File: src/core/prb_pkg.sv
package prb_pkg;
  localparam int unsigned PRB_WIDTH     = 7;
  localparam int unsigned PRB_TAP_HI    = 6;
  localparam int unsigned PRB_TAP_LO    = 5;
  localparam int unsigned PRB_PERIOD    = 127;
  localparam logic [6:0]  PRB_SEED      = 7'h7f;
  localparam logic [6:0]  PRB_ZERO      = 7'h00;
  localparam logic [6:0]  PRB_PER_LAST  = 7'h7e;
  localparam logic [6:0]  PRB_PER_ZERO  = 7'h00;
  localparam logic [6:0]  PRB_PER_ONE   = 7'h01;
  localparam logic [1:0]  PRB_CLKDIV_LAST = 2'h1;
  localparam logic [1:0]  PRB_CLKDIV_ZERO = 2'h0;
  localparam logic [1:0]  PRB_CLKDIV_ONE  = 2'h1;

  typedef enum logic [1:0] {
    PRB_IDLE = 2'h0,
    PRB_LOAD = 2'h1,
    PRB_RUN  = 2'h3
  } prb_state_e;
endpackage : prb_pkg

File: src/core/prb_step_if.sv
interface prb_step_if;
  logic       step;
  logic       load;
  logic [6:0] state;
  logic       bit_out;
  logic       period_mark;

  modport ctrl (
    output step,
    output load,
    input  state,
    input  bit_out,
    input  period_mark
  );
  modport lfsr (
    input  step,
    input  load,
    output state,
    output bit_out,
    output period_mark
  );
endinterface : prb_step_if

File: src/core/prb_lfsr.sv
module prb_lfsr
  import prb_pkg::*;
(
  input  wire logic clk_sys,
  input  wire logic reset_n,
  prb_step_if.lfsr  sif
);
  logic [6:0] sr_q;
  logic [6:0] sr_d;
  logic [6:0] cnt_q;
  logic       fb;

  assign fb = sr_q[PRB_TAP_HI] ^ sr_q[PRB_TAP_LO];

  always_comb begin
    sr_d = sr_q;
    if (sif.load) begin
      sr_d = PRB_SEED;
    end else if (sif.step) begin
      if (sr_q == PRB_ZERO) begin
        sr_d = PRB_SEED;
      end else begin
        sr_d = {sr_q[PRB_WIDTH-2:0], fb};
      end
    end
  end

  always_ff @(posedge clk_sys or negedge reset_n) begin
    if (!reset_n) begin
      sr_q <= PRB_SEED;
    end else begin
      sr_q <= sr_d;
    end
  end

  // position within the 127-state cycle
  always_ff @(posedge clk_sys or negedge reset_n) begin
    if (!reset_n) begin
      cnt_q <= PRB_PER_ZERO;
    end else if (sif.load) begin
      cnt_q <= PRB_PER_ZERO;
    end else if (sif.step) begin
      cnt_q <= (cnt_q == PRB_PER_LAST) ? PRB_PER_ZERO : cnt_q + PRB_PER_ONE;
    end
  end

  assign sif.state       = sr_q;
  assign sif.bit_out     = sr_q[PRB_TAP_HI];
  assign sif.period_mark = (cnt_q == PRB_PER_ZERO);
endmodule : prb_lfsr

File: src/core/prb_gen.sv
// Overview of operation
// seven-stage shift register, XOR feedback, one step/clock
// feedback is stage six XOR stage seven
// maximal length, repeats every 127 bit clocks
// longest runs: seven ones, six zeros
// data and shifting clock output as LVDS pairs
// runs only when enabled and option fitted
// nonzero seed on reset/enable; escape all-zero state
module prb_gen
  import prb_pkg::*;
(
  input  wire logic clk_sys,
  input  wire logic reset_n,
  input  wire logic gen_enable,
  input  wire logic option_fitted,
  output logic      data_p,
  output logic      data_n,
  output logic      bitclk_p,
  output logic      bitclk_n,
  output logic      running,
  output logic      period_start
);
  prb_step_if sif ();

  prb_state_e state_q;
  prb_state_e state_d;
  logic       en_meta_q;
  logic       en_sync_q;
  logic       fit_meta_q;
  logic       fit_sync_q;
  logic       go;
  logic       in_run;
  logic       in_load;
  logic       stuck;
  logic [1:0] div_q;
  logic [1:0] div_d;
  logic       tick;
  logic       bit_start;
  logic       run_q;
  logic       data_q;
  logic       data_n_q;
  logic       data_d;
  logic       bitclk_q;
  logic       bitclk_n_q;
  logic       bitclk_d;
  logic       mark_q;
  logic       mark_d;

  // enable comes from outside this clock; two flops before use
  always_ff @(posedge clk_sys or negedge reset_n) begin
    if (!reset_n) begin
      en_meta_q <= 1'h0;
      en_sync_q <= 1'h0;
    end else begin
      en_meta_q <= gen_enable;
      en_sync_q <= en_meta_q;
    end
  end

  // option strap is a pin as well; same treatment
  always_ff @(posedge clk_sys or negedge reset_n) begin
    if (!reset_n) begin
      fit_meta_q <= 1'h0;
      fit_sync_q <= 1'h0;
    end else begin
      fit_meta_q <= option_fitted;
      fit_sync_q <= fit_meta_q;
    end
  end

  assign go      = en_sync_q & fit_sync_q;
  assign in_run  = (state_q == PRB_RUN);
  assign in_load = (state_q == PRB_LOAD);

  // an all-zero register would never leave zero; go back through load
  assign stuck = in_run && (sif.state == PRB_ZERO);

  // idle, one cycle to load the seed, then run while enable and option hold
  always_comb begin
    state_d = state_q;
    case (state_q)
      PRB_IDLE: begin
        if (go) begin
          state_d = PRB_LOAD;
        end
      end
      PRB_LOAD: begin
        if (go) begin
          state_d = PRB_RUN;
        end else begin
          state_d = PRB_IDLE;
        end
      end
      PRB_RUN: begin
        if (!go) begin
          // finish the bit on the wire so no runt clock pulse goes out
          if (tick) begin
            state_d = PRB_IDLE;
          end
        end else if (stuck) begin
          state_d = PRB_LOAD;
        end
      end
      default: begin
        state_d = PRB_IDLE;
      end
    endcase
  end

  always_ff @(posedge clk_sys or negedge reset_n) begin
    if (!reset_n) begin
      state_q <= PRB_IDLE;
    end else begin
      state_q <= state_d;
    end
  end

  // status flop follows the next state so it matches in_run cycle for cycle
  always_ff @(posedge clk_sys or negedge reset_n) begin
    if (!reset_n) begin
      run_q <= 1'h0;
    end else begin
      run_q <= (state_d == PRB_RUN);
    end
  end

  // bit clock at half the system rate: high half then low half
  always_comb begin
    div_d = div_q;
    if (!in_run) begin
      div_d = PRB_CLKDIV_ZERO;
    end else if (div_q == PRB_CLKDIV_LAST) begin
      div_d = PRB_CLKDIV_ZERO;
    end else begin
      div_d = div_q + PRB_CLKDIV_ONE;
    end
  end

  always_ff @(posedge clk_sys or negedge reset_n) begin
    if (!reset_n) begin
      div_q <= PRB_CLKDIV_ZERO;
    end else begin
      div_q <= div_d;
    end
  end

  // bit_start opens a bit period, tick closes it and advances the register
  assign bit_start = in_run && (div_q == PRB_CLKDIV_ZERO);
  assign tick      = in_run && (div_q == PRB_CLKDIV_LAST);
  assign sif.step  = tick;
  assign sif.load  = in_load;

  // steps or reloads the register; reports its state and period position
  prb_lfsr u_lfsr (
    .clk_sys (clk_sys),
    .reset_n (reset_n),
    .sif     (sif)
  );

  // bit clock rises with each new bit, so its falling edge lands mid-bit
  always_comb begin
    bitclk_d = 1'h0;
    if (bit_start) begin
      bitclk_d = 1'h1;
    end
  end

  always_ff @(posedge clk_sys or negedge reset_n) begin
    if (!reset_n) begin
      bitclk_q   <= 1'h0;
      bitclk_n_q <= 1'h1;
    end else begin
      bitclk_q   <= bitclk_d;
      bitclk_n_q <= ~bitclk_d;
    end
  end

  // data takes the next bit as the clock rises and holds it for both halves
  always_comb begin
    data_d = data_q;
    if (!in_run) begin
      data_d = 1'h0;
    end else if (bit_start) begin
      data_d = sif.bit_out;
    end
  end

  always_ff @(posedge clk_sys or negedge reset_n) begin
    if (!reset_n) begin
      data_q   <= 1'h0;
      data_n_q <= 1'h1;
    end else begin
      data_q   <= data_d;
      data_n_q <= ~data_d;
    end
  end

  // period marker rides the high half of the first bit of each period
  always_comb begin
    mark_d = 1'h0;
    if (bit_start) begin
      mark_d = sif.period_mark;
    end
  end

  always_ff @(posedge clk_sys or negedge reset_n) begin
    if (!reset_n) begin
      mark_q <= 1'h0;
    end else begin
      mark_q <= mark_d;
    end
  end

  // each pin of a pair has its own flop so both sides switch on one edge
  assign data_p       = data_q;
  assign data_n       = data_n_q;
  assign bitclk_p     = bitclk_q;
  assign bitclk_n     = bitclk_n_q;
  assign running      = run_q;
  assign period_start = mark_q;
endmodule : prb_gen

File: config.mk
export PLATFORM = sky130hd
export DESIGN_NAME = prb_gen
export DESIGN_NICKNAME = d
export VERILOG_FILES = /design/src/core/prb_pkg.sv /design/src/core/prb_step_if.sv /design/src/core/prb_lfsr.sv /design/src/core/prb_gen.sv
export SDC_FILE = /design/constraint.sdc
export NUM_CORES = 1
export LEC_CHECK = 0
export ABC_CLOCK_PERIOD_IN_PS = 3300
export BUFFER_PORTS_ARGS = -buffer_cell sky130_fd_sc_hd__buf_4
export CAP_MARGIN = 20
export CORE_MARGIN = 2
export CORE_UTILIZATION = 65
export CTS_BUF_LIST = sky130_fd_sc_hd__clkbuf_2
export DETAILED_ROUTE_END_ITERATION = 6
export HOLD_SLACK_MARGIN = 0.15
export PLACE_DENSITY = 0.86
export SLEW_MARGIN = 10
export SYNTH_ARGS = -nofsm -noshare
export SYNTH_HDL_FRONTEND = slang
export SYNTH_SLANG_ARGS = --single-unit
File: constraint.sdc
create_clock -name clk_sys -period 3.3 [get_ports clk_sys]
set_clock_uncertainty 0.15 [all_clocks]
set_input_delay 0.165 -clock clk_sys [delete_from_list [all_inputs] [get_ports clk_sys]]
set_output_delay 0.165 -clock clk_sys [all_outputs]
set_load 0.005 [all_outputs]
# ---- Word-level counts from Yosys, hierarchy flattened
# Cells that the tools add are included.
dict set report classes {
  n_eq_ne 5
  bitwise_logic 4
  n_lt_le_gt_ge 0
  n_div 0
  n_mux 18
  n_reduce_logical 8
  add_sub_neg 2
  n_mul 0
  shifts 0
}
# operator n
set ops {}
lappend ops {{two-way mux 7 bit} 6}
lappend ops {{zero test 7 bit} 2}
lappend ops {{two-way mux 2 bit} 7}
lappend ops {{adder 7 x 1 -> 7 bit (second input constant)} 1}
lappend ops {{equality test 7 bit (second input constant)} 1}
lappend ops {{one-hot mux 2 bit (3 select lines)} 1}
lappend ops {{equality test 2 x 1 -> 1 bit (second input constant)} 2}
lappend ops {{equality test 2 bit (second input constant)} 2}
lappend ops {{zero test 2 bit} 2}
lappend ops {{two-way mux 1 bit} 4}
lappend ops {{logical AND 1 bit} 3}
lappend ops {{adder 2 x 1 -> 2 bit (second input constant)} 1}
lappend ops {{NOT 1 bit} 2}
lappend ops {{nonzero test 2 bit} 1}
lappend ops {{bitwise AND 1 bit} 1}
lappend ops {{XOR 1 bit} 1}
dict set report word_totals {
  romBits 0
  ff_bits 28
  n_memories 0
  latch_bits 0
  output_inout_bits 6
  ramBits 0
  inputBits 4
}

# ---- Longest topological paths before layout
# Gate-level depths: netlist of run 1.
dict set report logic_depth {
  word_depth 6
  ltp_mapped 6
}

# ---- By module
# From an unflattened synthesis of run 1, not the netlist that was laid out.
dict set report hier_totals {
  cells_unflattened 123
  hier_area_um2 1331.3
}
# module cells_each area_each_um2 instances seq_area_each_um2
set modules_own_cells {}
lappend modules_own_cells {prb_lfsr 88 833.3 1 359.1}
lappend modules_own_cells {prb_gen 35 498.0 1 352.8}

# ---- Worst setup path after synthesis of run 1
# No wires, ideal clock.
dict set report synth_path {
  kind {register -> register}
  start {register u_lfsr.sr_q[3], in the netlist u_lfsr.sif.state[3]}
  end {register run_q, in the netlist running}
  arrival_time_ns 1.330
  synth_period_minus_slack_ns 1.610
  path_slack_ns 1.690
  required_time_ns 3.020
  setup_ns 0.130
  path_stages_with_launch 5
  path_buffers 0
  path_cell_list {dfstp_2 or4_4 nor4_4 and4_1 nor3_1}
}
dict set report synth_between {
  elab_chain_cells 6
}
# element line_no
set synth_lines {}
lappend synth_lines {{start, declared} prb_lfsr.sv:8} ;# logic [6:0] sr_q;
lappend synth_lines {{start signal, assigned} prb_lfsr.sv:32} ;# sr_q <= sr_d;
lappend synth_lines {{zero test 7 bit} prb_gen.sv:76} ;# assign stuck = in_run && (sif.state == PRB_ZERO);
lappend synth_lines {{logical AND 1 bit} prb_gen.sv:76}
lappend synth_lines {{two-way mux 2 bit} prb_gen.sv:100} ;# end else if (stuck) begin
lappend synth_lines {{two-way mux 2 bit} prb_gen.sv:95} ;# if (!go) begin
lappend synth_lines {{one-hot mux 2 bit (3 select lines)} prb_gen.sv:81} ;# case (state_q)
lappend synth_lines {{equality test 2 bit} prb_gen.sv:123} ;# run_q <= (state_d == PRB_RUN);
lappend synth_lines {{end signal, assigned} prb_gen.sv:123}
lappend synth_lines {{end, declared} prb_gen.sv:39} ;# logic run_q;
# No other way between the ends.
# A chain may end at the register's enable or synchronous reset.

==> results of run 1 <==
per-layer routing:
layer  track usage (%)  vias up  share of wire, %
met5                 0        -                 0
met4              14.1        0               3.0
met3              4.15        9               3.4
met2              43.5       24                53
met1              30.9      456                40
li1                  -      428                 -
worst max-delay path: stages:
cell and delay, ns:
dlygate4sd3_1 0.53, buf_4 0.19, dlygate4sd3_1 1.12
power by group:
| part | internal, µW | leakage (µW) | switching (µW) |
|---|---|---|---|
| logic | 15.7 | 0.000209 | 25.9 |
| registers | 358 | 0.000348 | 13.3 |
| clock network | 26.3 | 0.0000140 | 92.9 |
| total | 400 | 0.000571 | 132 |
per-stage QoR:
| step | total power [µW] | utilization, % | setup WS (ns) | hold slack, ns | std cells |
|---|---|---|---|---|---|
| after floorplan | 394 | - | 1.69 | -0.281 | 110 |
| after detailed placement | 414 | 75.2 | 1.63 | -0.0562 | 141 |
| after global placement | 412 | 75.2 | 1.66 | -0.0623 | 141 |
| after CTS | 537 | 78.5 | 1.52 | 0.166 | 149 |
| after global routing | 557 | 78.5 | 1.36 | 0.180 | 149 |
| final | 532 | 78.5 | 1.57 | 0.183 | 149 |
synthesized netlist by cell type, drive strengths merged, types with 3 or more instances:
cell type and instances:
dfstp 9, o21ai 6, nand4 3, nor3 6, clkbuf 3, ha 3
nor2 7, nand3 8, o22a 5, dfrtp 19, a21oi 4, nand2 9
inv 5
path summary, 6_finish.rpt:
| check | from | to | slack, ns | cells after the start |
|---|---|---|---|---|
| max | reset_n | u_lfsr.cnt_q[6] | 1.57 | 3 |
| min | reset_n | bitclk_n | 0.18 | 2 |
| max reg2reg | u_lfsr.sif.state[3] | state_q[1] | 1.61 | 4 |
| min reg2reg | fit_meta_q | fit_sync_q | 0.24 | 0 |
| max in group clk_sys | u_lfsr.sif.state[3] | state_q[1] | 1.61 | 4 |
| min in group clk_sys | fit_meta_q | fit_sync_q | 0.24 | 0 |
logic make-up after synthesis:
group | Yosys count
and+or+nand+nor | 47
adders and majority gates | 3
AOI/OAI and AO/OA | 23
DFF | 28
buffers and inverters | 8
xor gates and xnor gates | 1
cell type report:
type | count | area share, %
Inverter | 5 | 1.36
Tap cell | 25 | 2.26
Sequential cell | 28 | 51.4
Timing Repair Buffer | 13 | 7.77
Clock buffer | 3 | 1.08
Multi-Input combinational cell | 74 | 35.9
Clock inverter | 1 | 0.271
sequential cells by signal (all words and copies together) (netlist names):
| signal | count |
|---|---|
| u_lfsr.cnt_q | 7 |
| u_lfsr.sif.state | 7 |
| div_q | 2 |
| state_q | 2 |
| bitclk_n | 1 |
| bitclk_p | 1 |
| data_n | 1 |
| data_p | 1 |
| en_meta_q | 1 |
| en_sync_q | 1 |
| fit_meta_q | 1 |
| fit_sync_q | 1 |
| period_start | 1 |
| running | 1 |
==> impl_results.md, run 1 <==
* Status: finished clean
* Worst Max-Slew Pin Slew at 0.839 ns
* CTS root buffer: clkbuf_2
* Vias in the first global route at around 860
* Synth warn at 0
* Post-synthesis adder-cell area fraction at 3.03%
* Syn Area/Cell at 11.3 µm²
* HP Class: input port to async pin
* Core area at approximately 0.0018 mm²
* Setup-failing EPs final at 0
* Fin area at between 0.001 and 0.0015 mm²
* Synth Area in Simple Gates at roughly a quarter
* P&R area growth vs syn at 11.8%
* RSZ-0062 raised after global routing: false
* Crit Path Class: input port to async pin
* Synth Register Bits at 28
* Largest family of logic cells by synthesized area: simple AND/OR/NAND/NOR gates
* Vias per inst at roughly 6.2
* Critical Path Fanout Max at 19
* Final Hold Fails at 0
* Number of H-tree branching levels at 1
* Final critical-path required period at between 1.5 and 2 ns
* CTS tree: done
* Maximum VDD drop at 0.359 mV
* Detailed Routing Iterations Pass 1 at 4
* GRT Util Overall at 25.6%
* Die area at 0.00227 mm²
* FILL cells at approximately 130
* Post-CTS setup buffers at 0
* Setup TNS at 0 ns
* Commonest non-fill, non-tap cell in the layout: dfrtp_1
* Post-synth top area cell: dfrtp_1
* Max Buffers Root-to-Sink at 2
* # diodes at 0
* Resized cells post-CTS at 0
* Clk sinks at 28
* Max transition margin at between 40% and 50%
* Die W at 47.7 µm
* Multiplexer share of the synthesized area at 0%
* Initial drt markers at 12
* Grt ovf at 0
* Number of synthesized flops with an enable pin at 0
* Post-CTS Hold Fix Bufs at 4
* Mapped Area at about 0.0012 mm²
* First-pass GRT wire length at roughly 3800 µm
* Initial Utilization at between 70% and 80%
* Syn Nets at 117
* Final Cycle Share at 52.5%
* Area of the multi-input gates at 497 µm²
* Cell variety after synth at 37
* Post-synthesis xor/xnor area fraction at less than 1%
* Row count at 15
* Worst-path clk slew at around 0.23 ns
* Final WL at 2360 µm
* Area after DPL at between 0.001 and 0.0015 mm²
* Max frequency at 577 MHz
* Top cell type's share of synthesized area at approximately two fifths
* Asr flop ratio synth at between 90% and 100%
* Register area share after synthesis at between 50% and 60%
* Clk_lat worst skew at 0.35 ns
* Layout cells sized above 1 at around 23%
* Pwr Density at approximately 380 mW/mm²
* DR DRC count at 0
* Top_reg_cell synth: dfrtp_1
* Routed wire per std cell at around 16 µm
* Worst EP required at 3.58 ns
* Max-slew violations at 0
* Placer congestion estimate at approximately 0.86
* Highest-count cells in the layout ignoring fill and taps: dfrtp_1, nand2_1, dfstp_2, buf_4, nand3_1
* Vias at a little over 900
* Nets at about 130
* Num CTS Buffers at 3
* Antenna-violating nets left at 0
* Pin count of the biggest net entering global routing at 20
* Gate Count Post-Synth at between 100 and 150
* Ports at 10
* Complex-gate fraction of the synthesized area at 12.9%
* Placed wire-length estimate at between 1500 and 2000 µm
* MaxCap Viol Count at 0
* Initial antenna violation count at 0
* FF/Latch Area at 712 µm²
* Top post-synthesis cells by area: dfrtp_1, dfstp_2, o22a_1, nand3_1, ha_1
* Input/output buffers at 9
* Die Ht at roughly 48 µm
* Data arrival, critical path at ~2.0 ns
* Leakage power at 0.000571 µW
* Crit start category: input port
* Crit end category: async pin
Note: power is estimated with default switching activity, not from simulation.
==> run 2: changes to the inputs <==
ABC_CLOCK_PERIOD_IN_PS = 1600   (was 3300)
CORE_UTILIZATION = 60   (was 65)
PLACE_DENSITY = 0.8   (was 0.86)
clock period = 1.6 ns   (was 3.3 ns; I/O delays follow)
==> run 2 against run 1 <==
Against the previous run:
- the flow now finishes with violations (negative hold slack, negative setup slack)
- sequential power rose by 110%
- critical path type is now register to register
- cell count rose by 7.4%
- worst hold slack got worse by 0.25 ns
- sequential share of layout area fell by 2.5 points
- die area rose by 7.6%
- clock-buffer cell count did not move
- critical endpoint is now u_lfsr.sif.state[5]
- register-to-register slack got worse by 1.7 ns
- largest power group unchanged
==> impl_results.md, run 2 (same netlist as run 1, synthesis figures left out) <==
* Initial drt markers at 29 (+17)
* Worst-path clk slew at 0.25 ns (+0.02 ns)
* Crit Path Class: register to register
* GRT Util Overall at 23.3% (-2.2 points)
* P&R area growth vs syn at 17.8%
* Initial Utilization at 63.1% (-7.1 points)
* Clk sinks at 28 (unchanged)
* Final critical-path required period at 1.69 ns
* Max transition margin at 70.6% (+27 points)
* Antenna-violating nets left at 0 (unchanged)
* Routed wire per std cell at 15.5 µm (-2.1%)
* Fin area at 0.00146 mm² (+5.3%)
* CP peak stage delay at 0.55 ns (-0.57 ns)
* Max-slew violations at 0 (unchanged)
* Placer congestion estimate at 0.853 (-0.47%)
* Row count at 16 (+1)
* Die area at 0.00244 mm² (+7.6%)
* Worst path cell trace: or4_4, nor4_4, nand2b_4, o22a_1
* # diodes at 0 (unchanged)
* Worst hold margin at -0.0652 ns (-0.248 ns)
* Maximum VDD drop at 0.752 mV (+110%)
* CTS tree: done
* Layout cells sized above 1 at 29.3% (+6.7 points)
* Max frequency at 590 MHz
* DR DRC count at 0 (unchanged)
* Fin worst setup slack at -0.0944 ns (-1.66 ns)
* Worst EP required at 1.79 ns (-1.79 ns)
* First-pass GRT wire length at 4310 µm (+12%)
* Highest-count cells in the layout ignoring fill and taps: dfrtp_1, buf_4, nand2_1, dfstp_2, nand3_1
* Number of H-tree branching levels at 1 (unchanged)
* Num CTS Buffers at 3 (unchanged)
* Data arrival, critical path at 1.88 ns (-0.14 ns)
* Max Buffers Root-to-Sink at 2 (unchanged)
* Input/output buffers at 9 (unchanged)
* Area after DPL at 0.00139 mm² (+4.7%)
* Post-CTS Hold Fix Bufs at 5 (+1)
* Core area at 0.00196 mm² (+11%)
* CTS root buffer: clkbuf_2
* Final Hold Fails at 19 (+19)
* Leakage power at 0.000614 µW (+7.4%)
* Initial antenna violation count at 0 (unchanged)
* Final Cycle Share at 106%
* Clk_lat worst skew at 0.37 ns (+0.02 ns)
* HP Class: input port to async pin
* Grt ovf at 0 (unchanged)
* MaxCap Viol Count at 0 (unchanged)
* Failing checks: negative hold slack, negative setup slack
* RSZ-0062 raised after global routing: true
* Vias per inst at 6.00 (-2.5%)
* Final WL at 2490 µm (+5.2%)
* Setup TNS at -0.627 ns (-0.627 ns)
* Die W at 49.4 µm (+3.7%)
* Ports at 10 (unchanged)
* Detailed Routing Iterations Pass 1 at 4 (unchanged)
* Placed wire-length estimate at 1740 µm (+4.3%)
* Die Ht at 49.4 µm (+3.7%)
* Pin count of the biggest net entering global routing at 20 (unchanged)
* Pwr Density at 768 mW/mm² (+100%)
* Vias in the first global route at 953 (+11%)
* CP max stage cell: or4_4
* Setup-failing EPs final at 8 (+8)
* Vias at 960 (+4.7%)
* Crit start category: register
* Status: finished with violations
* Total power at 1120 µW (+110%)
* Util after Layout at 74.4% (-4.1 points)
* Worst Max-Slew Pin Slew at 0.439 ns (-0.400 ns)
* Critical Path Fanout Max at 5 (-14)
* Nets at 141 (+6.8%)
* Crit end category: register
-- run 2: per-stage QoR --
step                worst slack, ns  hold WS, ns  instances
global route                 -0.169      -0.0762        160
finish                      -0.0944      -0.0652        160
global placement            -0.0380       -0.146        151
detailed placement          -0.0676       -0.141        151
CTS                          -0.103        0.179        160
floorplan                  -0.00977       -0.366        110
-- run 2: metal layers --
layer / up-vias / global-route usage [%] / part of all wire (%)
li1: 446 / - / -
met1: 478 / 30.7 / 43
met3: 7 / 2.15 / 4.1
met5: - / 0 / 0
met4: 0 / 11.6 / 1.8
met2: 29 / 38.7 / 51
-- run 2: final cells by class --
| class | instances | area [µm²] |
|---|---|---|
| clock buffers | 3 | 15.0 |
| clock inverters | 1 | 3.75 |
| fillers | 140 | 503 |
| inverters | 5 | 18.8 |
| multi-input cells | 74 | 499 |
| flip-flops and latches | 28 | 713 |
| well taps | 27 | 33.8 |
| repair buffers | 22 | 175 |
-- run 2: repair_timing --
item                                    CTS  global route
pin swaps                                 5             1
hold endpoints to repair                 30            19
endpoints found under the setup margin    8            29
gates resized for setup                   0             2
setup buffers                             0             1
-- run 2: worst max-delay path, delay by kind of cell, from the launching register on --
family | cells | cell delay, ns
simple gates | 3 | 0.95
compound gates | 1 | 0.15
flops | 1 | 0.43
-- run 2: report_power, final --
group	internal, µW	switching, µW	total (µW)
logic	38.8	57.5	96.3
registers	739	26.2	765
clock network	54.3	204	258
-- run 2: path summary, 6_finish.rpt --
check | startpoint | slack (ns) | depth (start not counted) | endpoint
min | reset_n | -0.07 | 2 | bitclk_p
min in group clk_sys | option_fitted | 0.19 | 2 | fit_meta_q
max | u_lfsr.sif.state[3] | -0.09 | 4 | u_lfsr.sif.state[5]
max in group asynchronous | reset_n | 0.21 | 3 | u_lfsr.sif.state[2]
min reg2reg | fit_meta_q | 0.24 | 0 | fit_sync_q
max reg2reg | u_lfsr.sif.state[3] | -0.09 | 4 | u_lfsr.sif.state[5]
==> run 3: changes to the inputs <==
SETUP_SLACK_MARGIN = 0.05   (was not set)
==> run 3 against run 2 <==
Against the previous run:
- clock power increased by 64%
- highest routed layer unchanged
- total power is 15% higher
- the flow finishes with violations (negative setup slack)
- wire length is 7.0% higher
- flip-flop and latch count did not move
- final area rose by 4.9%
- cell count increased by 1.3%
- register-to-register slack got worse by 0.03 ns
==> impl_results.md, run 3 (same netlist as run 1, synthesis figures left out) <==
* # diodes at 0 (unchanged)
* Failing checks: negative setup slack
* CTS root buffer: clkbuf_2
* CP peak stage delay at 0.56 ns (about the same)
* Final Cycle Share at 108% (+2.0 points)
* Vias in the first global route at 926 (-2.8%)
* Input/output buffers at 9 (unchanged)
* Layout cells sized above 1 at 32.6% (+3.3 points)
* Nets at 143 (+1.4%)
* Final WL at 2660 µm (+7.0%)
* Max transition margin at 44.4% (-26 points)
* Final Hold Fails at 0 (-19)
* Max Buffers Root-to-Sink at 2 (unchanged)
* Vias per inst at 5.92 (-1.3%)
* Grt ovf at 0 (unchanged)
* Critical Path Fanout Max at 3 (-2)
* Max-slew violations at 0 (unchanged)
* Row count at 16 (unchanged)
* Final critical-path required period at 1.73 ns (+0.0327 ns)
* Placed insts at 153 (+1.3%)
* CP max stage cell: or4_4
* Buf/Inv on CP at 0 (unchanged)
* Post-CTS setup buffers at 0 (unchanged)
* Setup-failing EPs final at 8 (unchanged)
* Crit end category: register
* Crit Path Class: register to register
* Leakage power at 0.000643 µW (+4.8%)
* Clk_lat worst skew at 0.36 ns (about the same)
* Crit start category: register
* Placed wire-length estimate at 1780 µm (+2.4%)
* Worst Max-Slew Pin Slew at 0.834 ns (+0.395 ns)
* Highest-count cells in the layout ignoring fill and taps: buf_4, dfrtp_1, nand2_1, dfstp_2, nand3_1
* Placer congestion estimate at 0.923 (+8.3%)
* RSZ-0062 raised after global routing: true
* HP Class: input port to register
* Fin worst setup slack at -0.127 ns (-0.0327 ns)
* Worst hold margin at 0.192 ns (+0.257 ns)
* Core area at 0.00196 mm² (unchanged)
* Clk sinks at 28 (unchanged)
* Initial drt markers at 44 (+52%)
* Worst EP required at 1.74 ns (-0.05 ns)
* DR DRC count at 0 (unchanged)
* Commonest non-fill, non-tap cell in the layout: buf_4
* Total power at 1290 µW (+15%)
* Routed wire per std cell at 16.4 µm (+5.7%)
* Pwr Density at 841 mW/mm² (+9.6%)
* Die area at 0.00244 mm² (unchanged)
* Die Ht at 49.4 µm (unchanged)
* MaxCap Viol Count at 0 (unchanged)
* Flop2flop setup slack at -0.13 ns (-0.03 ns)
* Data arrival, critical path at 1.86 ns (-0.02 ns)
* Number of H-tree branching levels at 1 (unchanged)
* Pin count of the biggest net entering global routing at 20 (unchanged)
* FILL cells at 141 (+0.71%)
* Largest delay contributor family on the critical path: simple AND/OR/NAND/NOR gates
* Status: finished with violations
* Initial antenna violation count at 0 (unchanged)
* Antenna-violating nets left at 0 (unchanged)
* Maximum VDD drop at 0.738 mV (-1.9%)
* Non-Filler Instances at 162 (+1.3%)
* Ports at 10 (unchanged)
* Vias at 959 (-0.10%)
* Worst-path clk slew at 0.25 ns (about the same)
* Detailed Routing Iterations Pass 1 at 4 (unchanged)
* CTS tree: done
* Die W at 49.4 µm (unchanged)
* P&R area growth vs syn at 23.5%
* Max frequency at 579 MHz (-1.9%)
* GRT Util Overall at 22.8% (-0.50 points)
* Worst path cell trace: or4_4, nor4_4, and4_1, nor3_1
* Num CTS Buffers at 3 (unchanged)
* First-pass GRT wire length at 4220 µm (-2.2%)
* Initial Utilization at 63.1% (unchanged)
[run 3: report_power, final]
part / internal [µW] / switching [µW] / leakage [µW]
clock: 215 / 209 / 0.0000266
sequential: 739 / 26.8 / 0.000347
combinational: 42.2 / 54.8 / 0.000269
total: 997 / 290 / 0.000643
[run 3: final timing paths]
kind / start / endpoint / cells after the start
min in group asynchronous: reset_n / u_lfsr.cnt_q[5] / 3
worst max-delay path: u_lfsr.sif.state[3] / state_q[1] / 4
worst max register to register: u_lfsr.sif.state[3] / state_q[1] / 4
max in group asynchronous: reset_n / state_q[1] / 3
worst min-delay path: gen_enable / en_meta_q / 2
worst min register to register: fit_meta_q / fit_sync_q / 0
[run 3: routing by layer]
| layer | part of all wire [%] | wire (µm) | up-vias | track usage [%] |
|---|---|---|---|---|
| li1 | - | - | 449 | - |
| met1 | 42 | 1120 | 474 | 31.9 |
| met2 | 53 | 1400 | 32 | 38.5 |
| met3 | 4.2 | 113 | 4 | 1.84 |
| met4 | 1.2 | 31 | 0 | 6.48 |
| met5 | 0 | 0 | - | 0 |
[run 3: area by class of cell]
cell class	count	area, µm²	share of cell area (%)
clock inverter	1	30.0	1.96
tap	27	33.8	2.21
sequential	28	713	46.6
timing repair buffer	24	195	12.8
inverter	5	18.8	1.23
multi-input combinational	74	524	34.3
clock buffer	3	15.0	0.981
[run 3: metrics by stage]
stage / setup TNS (ns) / cell area, µm² / setup slack (ns) / utilization (%)
floorplan: -0.0195 / 1240 / -0.00977 / -
global placement: -0.0734 / 1400 / -0.0337 / 71.6
detailed placement: -0.572 / 1400 / -0.104 / 71.6
CTS: -0.953 / 1500 / -0.139 / 76.4
global route: -1.17 / 1530 / -0.170 / 78.0
finish: -0.858 / 1530 / -0.127 / 78.0
[run 3: what timing repair did]
item,4_1_cts,5_1_grt
hold buffers,5,0
hold endpoints to repair,30,0
gates resized for setup,0,8
pin swaps,2,2
endpoints found under the setup margin,8,38
